`config.mk`:
```
export PLATFORM = sky130hd
export DESIGN_NAME = scpg_port
export DESIGN_NICKNAME = d
export VERILOG_FILES = /design/src/rtl/scpg_pkg.sv /design/src/rtl/scpg_port.sv /design/src/rtl/scpg_sync.sv
export SDC_FILE = /design/constraint.sdc
export NUM_CORES = 1
export LEC_CHECK = 0
export BUFFER_PORTS_ARGS = -buffer_cell sky130_fd_sc_hd__clkbuf_2
export CAP_MARGIN = 20
export CORE_MARGIN = 2
export CORE_UTILIZATION = 53
export CTS_CLUSTER_DIAMETER = 80
export CTS_CLUSTER_SIZE = 14
export DETAILED_ROUTE_END_ITERATION = 16
export PLACE_DENSITY_LB_ADDON = 0.08
export SETUP_SLACK_MARGIN = 0.5
export SLEW_MARGIN = 15
export SYNTH_ARGS = -nofsm -noshare
export SYNTH_HDL_FRONTEND = slang
export SYNTH_SLANG_ARGS = --single-unit
```
`constraint.sdc`:
```
create_clock -name clock -period 2.5 [get_ports clock]
set_clock_uncertainty 0.05 [all_clocks]
set_input_delay 0.25 -clock clock [delete_from_list [all_inputs] [get_ports clock]]
set_output_delay 0.25 -clock clock [all_outputs]
set_load 0.05 [all_outputs]
```
`src/rtl/scpg_pkg.sv`:
```
// Purpose: Shared constants for the serial command port and pin port block
// Assumes: 8-bit command byte, 8-bit port register
// Notes: Offsets, field positions and reset values of the port logic
package scpg_pkg;
    // ------------------------------------------------------------
    // Register map
    // ------------------------------------------------------------
    localparam logic [5:0] ADDR_COMMAND = 6'h00;
    localparam logic [5:0] ADDR_PORT = 6'h01;
    localparam logic [5:0] ADDR_MODE_BASE = 6'h38;
    // ------------------------------------------------------------
    // Command byte fields
    // ------------------------------------------------------------
    localparam int CMD_RW_BIT = 6;
    localparam int CMD_ZERO_BIT = 7;
    localparam int CHAN_BITS = 3;
    // ------------------------------------------------------------
    // Port register fields
    // ------------------------------------------------------------
    localparam int PORT_A_LEVEL = 7;
    localparam int PORT_B_LEVEL = 6;
    localparam int PORT_A_DIR = 5;
    localparam int PORT_B_DIR = 4;
    localparam int PORT_READY_PIN_FUNCTION = 3;
    localparam int PORT_LOWPWR = 2;
    localparam int PORT_SYNC_EN = 0;
    localparam logic [7:0] PORT_RESET = 8'h30;
    localparam logic [7:0] PORT_INPUT_WEIGHT = 8'h40;
    localparam logic [7:0] PORT_WRITE_MASK = 8'hfd;
    // ------------------------------------------------------------
    // Framing
    // ------------------------------------------------------------
    localparam int RESYNC_ONES = 32;
    localparam int BYTE_BITS = 8;
    localparam int LOWPWR_MCLK_MHZ = 4;
endpackage : scpg_pkg

```
`src/rtl/scpg_port.sv`:
```
// Purpose: Serial command front end with general pin port register
// Assumes: Host drives cs_n, sclk, din; sclk idles high, data sampled on rising edge
// Notes: Only the port register is held here; other registers are offered on a side port
module scpg_port (
    // Clock and reset
    input wire logic clock,
    input wire logic rst_n,
    // Serial pins
    input wire logic cs_n,
    input wire logic sclk,
    input wire logic din,
    output logic dout,
    // General pins: input, output, output enable (low drives)
    input wire logic gp_pin_a_in,
    input wire logic gp_pin_b_in,
    output logic gp_pin_a_out,
    output logic gp_pin_b_out,
    output logic gp_pin_a_oe_n,
    output logic gp_pin_b_oe_n,
    // Ready and status
    input wire logic [7:0] chan_unread,
    input wire logic [7:0] chan_enabled,
    output logic rdy_n,
    output logic low_power_select,
    output logic sync_enable,
    output logic sync_pulse,
    output logic device_reset,
    // Other registers
    output logic [5:0] reg_addr,
    output logic [2:0] reg_chan,
    output logic reg_wr,
    output logic [7:0] reg_wdata,
    output logic reg_rd,
    input wire logic [7:0] reg_rdata
);
    typedef enum logic [1:0] {ST_CMD, ST_WRITE, ST_READ} scpg_state_type;

    logic [3:0] pins_s;
    logic cs_s, sclk_s, din_s, gpa_s, gpb_s;
    logic sclk_d_r, rise, fall, active, soft_rst;
    scpg_state_type state_r;
    logic [7:0] shift_r, tx_r, port_r;
    logic [2:0] bit_r;
    logic [5:0] ones_r;
    logic [5:0] addr_r;
    logic init_r, rst_hold_r, gpb_d_r;
    logic port_wr;

    scpg_sync #(.WIDTH(4)) u_sync (
        .clock(clock),
        .rst_n(rst_n),
        .async_in({cs_n, sclk, din, gp_pin_a_in}),
        .sync_out(pins_s)
    );
    scpg_sync #(.WIDTH(1)) u_sync_b (
        .clock(clock),
        .rst_n(rst_n),
        .async_in(gp_pin_b_in),
        .sync_out(gpb_s)
    );
    assign {cs_s, sclk_s, din_s, gpa_s} = pins_s;
    assign active = !cs_s;
    assign rise = active && sclk_s && !sclk_d_r;
    assign fall = active && !sclk_s && sclk_d_r;
    assign soft_rst = rst_hold_r;
    // Last data bit of a write aimed at the port register
    assign port_wr = rise && state_r == ST_WRITE && addr_r == scpg_pkg::ADDR_PORT
        && bit_r == 3'(scpg_pkg::BYTE_BITS - 1);

    function automatic logic [7:0] port_read(input logic [7:0] p, input logic a, input logic b);
        logic [7:0] v;
        v = p;
        if (p[scpg_pkg::PORT_A_DIR])
            v[scpg_pkg::PORT_A_LEVEL] = a;
        if (p[scpg_pkg::PORT_B_DIR])
            v[scpg_pkg::PORT_B_LEVEL] = b;
        return v;
    endfunction

    always_ff @(posedge clock)
    begin
        if (!rst_n)
            sclk_d_r <= 1'b1;
        else
            sclk_d_r <= sclk_s;
    end

    // ------------------------------------------------------------
    // Resynchronisation by a run of ones
    // ------------------------------------------------------------
    always_ff @(posedge clock)
    begin
        if (!rst_n || soft_rst || cs_s)
            ones_r <= '0;
        else if (rise)
        begin
            if (!din_s)
                ones_r <= '0;
            else if (ones_r < 6'(scpg_pkg::RESYNC_ONES))
                ones_r <= ones_r + 6'h01;
        end
    end

    always_ff @(posedge clock)
    begin
        if (!rst_n)
            rst_hold_r <= 1'b0;
        else
            rst_hold_r <= rise && din_s && (ones_r == 6'(scpg_pkg::RESYNC_ONES - 1));
    end
    assign device_reset = rst_hold_r;

    // ------------------------------------------------------------
    // Command and data phase sequencer
    // ------------------------------------------------------------
    always_ff @(posedge clock)
    begin
        if (!rst_n || soft_rst)
        begin
            state_r <= ST_CMD;
            bit_r <= '0;
            shift_r <= '0;
            addr_r <= '0;
        end
        else if (rise)
        begin
            shift_r <= {shift_r[6:0], din_s};
            bit_r <= bit_r + 3'h1;
            if (bit_r == 3'(scpg_pkg::BYTE_BITS - 1))
            begin
                case (state_r)
                    ST_CMD:
                    begin
                        addr_r <= {shift_r[4:0], din_s};
                        state_r <= shift_r[scpg_pkg::CMD_RW_BIT-1] ? ST_READ : ST_WRITE;
                    end
                    ST_WRITE, ST_READ: state_r <= ST_CMD;
                    default: state_r <= ST_CMD;
                endcase
            end
        end
    end

    // Byte strobes: write towards the other registers only, read for any address including the port
    always_ff @(posedge clock)
    begin
        if (!rst_n || soft_rst)
        begin
            reg_wr <= 1'b0;
            reg_rd <= 1'b0;
            reg_wdata <= '0;
        end
        else
        begin
            reg_wr <= rise && state_r == ST_WRITE && bit_r == 3'(scpg_pkg::BYTE_BITS - 1)
                && addr_r != scpg_pkg::ADDR_PORT;
            reg_rd <= rise && state_r == ST_CMD && bit_r == 3'(scpg_pkg::BYTE_BITS - 1)
                && shift_r[scpg_pkg::CMD_RW_BIT-1];
            if (rise && bit_r == 3'(scpg_pkg::BYTE_BITS - 1))
                reg_wdata <= {shift_r[6:0], din_s};
        end
    end
    assign reg_addr = addr_r;
    assign reg_chan = addr_r[scpg_pkg::CHAN_BITS-1:0];

    // ------------------------------------------------------------
    // Read shifter, first bit presented at command end
    // ------------------------------------------------------------
    always_ff @(posedge clock)
    begin
        if (!rst_n || soft_rst)
            tx_r <= '0;
        else if (reg_rd)
            tx_r <= (addr_r == scpg_pkg::ADDR_PORT) ? port_read(port_r, gpa_s, gpb_s)
                : reg_rdata;
        else if (fall && state_r == ST_READ && bit_r != 3'h0)
            tx_r <= {tx_r[6:0], 1'b0};
    end

    always_ff @(posedge clock)
    begin
        if (!rst_n)
            dout <= 1'b0;
        else
            dout <= (state_r == ST_READ) ? tx_r[7] : 1'b0;
    end

    // ------------------------------------------------------------
    // Port register
    // ------------------------------------------------------------
    always_ff @(posedge clock)
    begin
        if (!rst_n || soft_rst)
            init_r <= 1'b1;
        else
            init_r <= 1'b0;
    end

    always_ff @(posedge clock)
    begin
        if (!rst_n)
            port_r <= scpg_pkg::PORT_RESET;
        else if (init_r || soft_rst)
            port_r <= scpg_pkg::PORT_RESET
                | (gpb_s ? scpg_pkg::PORT_INPUT_WEIGHT : 8'h00);
        else if (port_wr)
            port_r <= {shift_r[6:0], din_s} & scpg_pkg::PORT_WRITE_MASK;
        else
        begin
            if (port_r[scpg_pkg::PORT_A_DIR])
                port_r[scpg_pkg::PORT_A_LEVEL] <= gpa_s;
            if (port_r[scpg_pkg::PORT_B_DIR])
                port_r[scpg_pkg::PORT_B_LEVEL] <= gpb_s;
        end
    end

    assign gp_pin_a_out = port_r[scpg_pkg::PORT_A_LEVEL];
    assign gp_pin_b_out = port_r[scpg_pkg::PORT_B_LEVEL];
    assign gp_pin_a_oe_n = port_r[scpg_pkg::PORT_A_DIR];
    assign gp_pin_b_oe_n = port_r[scpg_pkg::PORT_B_DIR] | port_r[scpg_pkg::PORT_SYNC_EN];
    assign low_power_select = port_r[scpg_pkg::PORT_LOWPWR];
    assign sync_enable = port_r[scpg_pkg::PORT_SYNC_EN];

    // Sync input edge on the shared pin
    always_ff @(posedge clock)
    begin
        if (!rst_n)
        begin
            gpb_d_r <= 1'b1;
            sync_pulse <= 1'b0;
        end
        else
        begin
            gpb_d_r <= gpb_s;
            sync_pulse <= sync_enable && gpb_d_r && !gpb_s;
        end
    end

    // Ready pin function
    always_ff @(posedge clock)
    begin
        if (!rst_n)
            rdy_n <= 1'b1;
        else if (port_r[scpg_pkg::PORT_READY_PIN_FUNCTION])
            rdy_n <= !((chan_unread & chan_enabled) == chan_enabled
                && chan_enabled != 8'h00);
        else
            rdy_n <= !(|chan_unread);
    end

    // ------------------------------------------------------------
    // Checks
    // ------------------------------------------------------------
    port_reset_a: assert property (@(posedge clock) disable iff (!rst_n)
        init_r |=> port_r[5:4] == 2'b11 && !port_r[3] && !port_r[0])
        else $error("port reset value wrong");
    dir_oe_a: assert property (@(posedge clock) disable iff (!rst_n || soft_rst)
        port_wr |=> gp_pin_a_oe_n == $past(shift_r[scpg_pkg::PORT_A_DIR-1]))
        else $error("pin a enable mismatch");
    resync_a: assert property (@(posedge clock) disable iff (!rst_n)
        rst_hold_r |=> state_r == ST_CMD && port_r[5:4] == 2'b11)
        else $error("resync did not reset");
    rw_sel_a: assert property (@(posedge clock) disable iff (!rst_n || soft_rst)
        rise && state_r == ST_CMD && bit_r == 3'h7 && shift_r[5] |=> state_r == ST_READ)
        else $error("read not selected");
    ret_cmd_a: assert property (@(posedge clock) disable iff (!rst_n || soft_rst)
        rise && state_r != ST_CMD && bit_r == 3'h7 |=> state_r == ST_CMD)
        else $error("no return to command");
    rdy_any_a: assert property (@(posedge clock) disable iff (!rst_n)
        !port_r[3] && |chan_unread |=> !rdy_n)
        else $error("ready not low");
    addr_a: assert property (@(posedge clock) disable iff (!rst_n || soft_rst)
        rise && state_r == ST_CMD && bit_r == 3'h7 |=> reg_addr == $past({shift_r[4:0], din_s}))
        else $error("address not captured");
    lowpwr_a: assert property (@(posedge clock) disable iff (!rst_n || soft_rst)
        port_wr |=> low_power_select == $past(shift_r[scpg_pkg::PORT_LOWPWR-1]))
        else $error("low power flag wrong");
    cmd_read_c: cover property (@(posedge clock) reg_rd);
    cmd_write_c: cover property (@(posedge clock) reg_wr);
    resync_c: cover property (@(posedge clock) device_reset);
endmodule // scpg_port

```
`src/rtl/scpg_sync.sv`:
```
// Purpose: Two-flop synchroniser for a bundle of pin inputs
// Assumes: Inputs asynchronous to clock
// Notes: First stage read only by the second
module scpg_sync #(
    parameter int WIDTH = 4
) (
    // Clock and reset
    input wire logic clock,
    input wire logic rst_n,
    // Pins
    input wire logic [WIDTH-1:0] async_in,
    output logic [WIDTH-1:0] sync_out
);
    logic [WIDTH-1:0] meta_r;

    always_ff @(posedge clock)
    begin
        if (!rst_n)
        begin
            meta_r <= '0;
            sync_out <= '0;
        end
        else
        begin
            meta_r <= async_in;
            sync_out <= meta_r;
        end
    end
endmodule // scpg_sync

```
# [Word level (Yosys, flattened, before mapping)]
# Cells that the tools add are included.
[word_totals] regBits=67 inputBits=31 word_cells=93
[op_classes] add_sub_neg=2 magnitude_cmp=1 n_eq_ne=8 muxes=15 n_bitwise=3 n_reduce_logical=41
[op_table] operator="$mux 8" count=4
[op_table] operator="$logic_and 1x1->1" count=20
[op_table] operator="$mux 6" count=3
[op_table] operator="$and 8x8->8" count=1
[op_table] operator="$eq 8x8->1" count=1
[op_table] operator="$reduce_bool 8->1" count=1
[op_table] operator="$reduce_or 8->1" count=1
[op_table] operator="$logic_not 1->1" count=7
[op_table] operator="$mux 7" count=1
[op_table] operator="$add 6x1->6 const B" count=1
[op_table] operator="$eq 6x1->1 const B" count=1
[op_table] operator="$eq 6x5->1 const B" count=1
[op_table] operator="$lt 6x6->1 const B" count=1
[op_table] operator="$mux 2" count=3
[op_table] operator="$ne 6x1->1 const B" count=1
[op_table] operator="$reduce_and 2->1" count=3
[op_table] operator="$mux 1" count=4
[op_table] operator="$reduce_bool 2->1" count=2
[op_table] operator="$add 3x1->3 const B" count=1
[op_table] operator="$eq 3x3->1 const B" count=1
[op_table] operator="$logic_or 1x1->1" count=3
[op_table] operator="$reduce_and 3->1" count=1
[op_table] operator="$reduce_bool 3->1" count=1
[op_table] operator="$eq 2x1->1 const B" count=1
[op_table] operator="6 further kinds" count=6

# [Longest topological paths before layout]
[depth] depth_word=8 depth_mapped=7

# [Modules after synthesis]
# From an unflattened synthesis, not the netlist that was laid out.
[hier_totals] cells_unflattened=306 area_unflattened_um2=2731.4
[modules_own_cells] mod="scpg_port" n_inst=1 cells_per_inst=286 area_per_inst_um2=2468.6
[modules_own_cells] mod="scpg_sync (u_sync)" n_inst=1 cells_per_inst=16 area_per_inst_um2=210.2
[modules_own_cells] mod="scpg_sync (u_sync_b)" n_inst=1 cells_per_inst=4 area_per_inst_um2=52.6

# [Worst setup path before layout]
# OpenSTA, ideal clock, no wires.
[synth_timing] path_kind="reg2reg" start="register addr_r[1], in the netlist reg_addr[1]" end="register tx_r[0]" setup_ns=0.086 arrival_time_ns=1.645 t_required_ns=2.364 setup_slack_ns=0.720 stages_incl_launch_ff=5 synth_period_minus_slack_ns=1.780 path_cell_list="dfxtp_1 > nor4_2 > nand2_1 > mux2i_1 > a211oi_1"
[synth_between] elab_chain_len=3
[synth_rtl] element="start, declared" line_no="scpg_port.sv:45" rtl="logic [5:0] addr_r;"
[synth_rtl] element="start signal, assigned" line_no="scpg_port.sv:134" rtl="addr_r <= {shift_r[4:0], din_s};"
[synth_rtl] element="$eq 6x1->1" line_no="scpg_port.sv:174" rtl="tx_r <= (addr_r == scpg_pkg::ADDR_PORT) ? port_read(port_r, gpa_s, gpb_s)"
[synth_rtl] element="$mux 8" line_no="scpg_port.sv:174"
[synth_rtl] element="$mux 8" line_no="scpg_port.sv:173" rtl="else if (reg_rd)"
[synth_rtl] element="end signal, assigned" line_no="scpg_port.sv:174"
[synth_rtl] element="end signal, assigned" line_no="scpg_port.sv:177" rtl="tx_r <= {tx_r[6:0], 1'b0};"
[synth_rtl] element="end, declared" line_no="scpg_port.sv:42" rtl="logic [7:0] shift_r, tx_r, port_r;"
# Every way passes these cells.
# A chain may end at the register's enable or synchronous reset.

# [Worst setup path in the final report]
[layout_timing] start="register bit_r[0]" end="register port_r[6]"
[layout_between] elab_chain_len=4
[layout_rtl] element="start, declared" line_no="scpg_port.sv:43" rtl="logic [2:0] bit_r;"
[layout_rtl] element="start signal, assigned" line_no="scpg_port.sv:128" rtl="bit_r <= bit_r + 3'h1;"
[layout_rtl] element="$eq 3x3->1" line_no="scpg_port.sv:68" rtl="&& bit_r == 3'(scpg_pkg::BYTE_BITS - 1);"
[layout_rtl] element="$logic_and 1x1->1" line_no="scpg_port.sv:68"
[layout_rtl] element="$mux 2" line_no="scpg_port.sv:206" rtl="else if (port_wr)"
[layout_rtl] element="$mux 8" line_no="scpg_port.sv:203" rtl="else if (init_r || soft_rst)"
[layout_rtl] element="end signal, assigned" line_no="scpg_port.sv:202" rtl="port_r <= scpg_pkg::PORT_RESET;"
[layout_rtl] element="end signal, assigned" line_no="scpg_port.sv:204" rtl="port_r <= scpg_pkg::PORT_RESET"
[layout_rtl] element="end signal, assigned" line_no="scpg_port.sv:207" rtl="port_r <= {shift_r[6:0], din_s} & scpg_pkg::PORT_WRITE_MASK;"
[layout_rtl] element="end, declared" line_no="scpg_port.sv:42"
# Every way passes these cells.

==> out/qor.csv <==
stage;metric;value;unit
outcome;status;complete, no violations;
sta;final worst path period share;75.7;%
global_routing;largest net degree at the start of global routing;42;
sta;Final Slew Violations;0;
synth;largest family of logic cells by synthesized area;simple AND/OR/NAND/NOR gates;
synth;Yosys warnings;0;
synth;Post-Synth XOR/XNOR Area;1.27;%
synth;Synth cell types;48;
pwr;sw frac;20.9;%
clock_tree;clock latency on the worst-skew pair;0.33;ns
pwr;Peak VDD IR;0.385;mV
clock_tree;number of CTS-inserted buffers;9;
die;FP Rows;26;
synth;Post-synth top flop;dfxtp_1;
route;aggregate routed wire length;5.61;mm
critical_path;most used cell, CP;ha_1;
critical_path;crit-path max FO;10;
cells_and_area;Final Cell Area;3280;um^2
route;Avg WL per Cell;12.9;um
critical_path;Reg2Reg Launch Point;bit_r[0];
die;Initial Util;54.5;%
pwr;Comb pwr share;4.1;%
critical_path;WP data arrival;2.12;ns
clock_tree;CTS Hold Bufs;0;
die;num ports;60;
die;die height;76.0;um
clock_tree;Root Buffer;clkbuf_8;
pwr;Sequential Power Share;52.0;%
route;DR vias/cell;5.16;
route;First-pass DRT Iterations;4;
global_routing;GR Overflow Total;0;
clock_tree;Worst-path clk slew;0.07;ns
synth;Async S/R FF share, synth;0;%
cells_and_area;fillers;439;
route;drt drc;0;
min_path;Hold EP;u_sync.meta_r[1];
critical_path;critical path depth;6;
critical_path;CP required;2.72;ns
synth;post-synthesis register bit count;66;
sta;Peak Freq;528;MHz
critical_path;Critical Path End Type;flop;
cells_and_area;commonest non-fill, non-tap cell in the layout;dfxtp_1;
pwr;Clk pwr share;43.9;%
synth;cell area after synthesis;2750;um^2
critical_path;Startpoint Class;flop;
cells_and_area;most frequent cells in the layout;dfxtp_1, clkbuf_2, nand2_1;
route;initial DRC count;97;
critical_path;Worst Reg-to-Reg Cells;6;
min_path;hold path startpoint;din;
sta;RSZ-0062 raised after global routing;true;
critical_path;Buf+Inv Stages, Crit Path;0;
sta;final hold violations;0;
critical_path;Reg-to-Reg End;port_r[6];
placement;Placed Area;3060;um^2
sta;Final Setup Violations;0;
synth;Simple-Gate Fraction of Synth Area;24.6;%
cells_and_area;Ant. Diodes;0;
sta;Tightest Pin Transition;0.485;ns
job;max-cap viol count;0;
route;via count;2236;
placement;Placed Cells;418;
sta;Final Critical Period;1.89;ns
critical_path;worst path cell trace;ha_1 -> ha_1 -> and4bb_2 -> nand4_4 -> mux2_4 -> a21boi_2;
pwr;Lkg Pwr;1.42;nW
die;Die Wd;76.0;um
cells_and_area;Area Growth Syn to Fin;19.1;%
synth;Seq/Total Area, Yosys;48.0;%
cells_and_area;layout cells sized above 1;25.1;%
clock_tree;clock tree buffer depth;2;
synth;Area contributors post-synth;dfxtp_1, nand2_1, mux2i_1;
sta;Slew Limit Headroom;67.6;%
clock_tree;htree depth;3;
synth;Synth Area in Adders;1.82;%
clock_tree;CTS Sinks;66;
synth;multiplexer share of the synthesized area;8.83;%
min_path;HP Class;in -> reg;
synth;Post-synth EDFFs;0;
synth;syn_nets;339;
critical_path;cell class contributing the biggest share of worst-path delay;simple AND/OR/NAND/NOR gates;
critical_path;r2r setup slk;0.61;ns
critical_path;WS Path Type;reg -> reg;
global_routing;number of global-route vias before repair;2104;
cells_and_area;final std cells w/o fill;433;
die;die area;5780;um^2
pwr;net switching power;432;uW
placement;GPL Wtd Cong;0.853;
die;core area;5040;um^2
placement;DP HPWL;3.96;mm
sta;Fin Setup TNS;0;ns
synth;Syn Area/Cell;9.05;um^2
synth;share of the synthesized area in the top cell type;48.0;%
synth;Cells after Synth;304;
critical_path;Worst path max stage delay;0.39;ns
global_routing;initial antenna violation count;0;
global_routing;total global-route track usage;20.7;%
global_routing;global-route wire length before repair;9.66;mm
min_path;worst hold stages;2;
pwr;internal power;1.64;mW
critical_path;CP max-delay cell;and4bb_2;
synth;complex-gate fraction of the synthesized area;10.7;%
route;post-route antenna net violation count;0;
placement;I/O Buffers;59;
pwr;P per Cell Area;632;nW/um^2
cells_and_area;Total Nets Final;394;
clock_tree;clock tree from TritonCTS;done;
synth;Yosys top cell by area;dfxtp_1;
## cell families (layout without fill, tap and decap cells)
logic type,Yosys count,in the layout
muxes,23,23
AOI/OAI and AO/OA,49,49
DFF,66,66
buffers and inverters,27,86
xor gates and xnor gates,4,4
adders and majority gates,4,4
and+or+nand+nor,131,131
## power groups by stage
stage	clock, mW	combinational (mW)	sequential [mW]
after global routing	0.981	0.0961	1.08
after CTS	0.930	0.0869	1.08
final	0.909	0.0858	1.08
after global placement	0	0.0854	1.10
after detailed placement	0	0.0863	1.10
after floorplan	0	0.0480	1.10
## registers in the layout, summed over array words and instances, names as in the netlist, 2 cells and up
signal,cells
bit_r,3
ones_r,6
u_sync.sync_out,4
reg_addr,6
u_sync.meta_r,4
shift_r,7
reg_wdata,8
port_r,7
tx_r,8
state_r,2
## worst max-delay path by stage
stage	from	end
detailed placement	bit_r[0]	port_r[6]
CTS	bit_r[0]	port_r[6]
floorplan	reg_addr[1]	tx_r[0]
global route	bit_r[0]	reg_addr[0]
finish	bit_r[0]	port_r[6]
global placement	bit_r[0]	port_r[6]
## synth_stat cells, types with 4 or more instances
| master | count |
|---|---|
| dfxtp_1 | 66 |
| nand2_1 | 58 |
| a21oi_1 | 26 |
| nor2_1 | 17 |
| mux2i_1 | 16 |
| clkbuf_1 | 12 |
| and2_1 | 10 |
| inv_1 | 8 |
| a211oi_1 | 7 |
| nand2b_1 | 7 |
| nor3_1 | 6 |
| mux2_2 | 5 |
| and3_1 | 4 |
| ha_1 | 4 |
| nor2b_1 | 4 |
| o22ai_1 | 4 |
## final cells by class
| type | count | area [um^2] | area share [%] |
|---|---|---|---|
| Clock buffer | 13 | 169 | 5.16 |
| Timing Repair Buffer | 62 | 318 | 9.70 |
| Clock inverter | 2 | 35.0 | 1.07 |
| Sequential cell | 66 | 1320 | 40.3 |
| Inverter | 9 | 33.8 | 1.03 |
| Multi-Input combinational cell | 211 | 1310 | 40.0 |
| Tap cell | 70 | 87.6 | 2.67 |
## through the flow
stage	hold slack (ns)	total power [mW]	worst slack [ns]	utilization, %
finish	0.0741	2.07	0.607	65.0
global route	0.0601	2.15	0.477	65.0
CTS	0.0569	2.09	0.501	64.7
detailed placement	0.371	1.19	0.529	60.7
global placement	0.362	1.19	0.604	60.7
floorplan	0.273	1.15	0.720	-
## per-layer routing
layer  GRT usage [%]  vias to the layer above  routed length (um)
met5               0                        -                   0
met2            32.9                       48                2510
li1                -                     1151                   -
met3            6.16                        7                 267
met1            26.9                     1030                2760
met4            7.64                        0                  67
## timing repair
item | in CTS | in global routing
resized for setup | 0 | 3
setup buffers | 0 | 0
setup endpoints to repair | 0 | 9
Power figures use the tool's default switching activity.
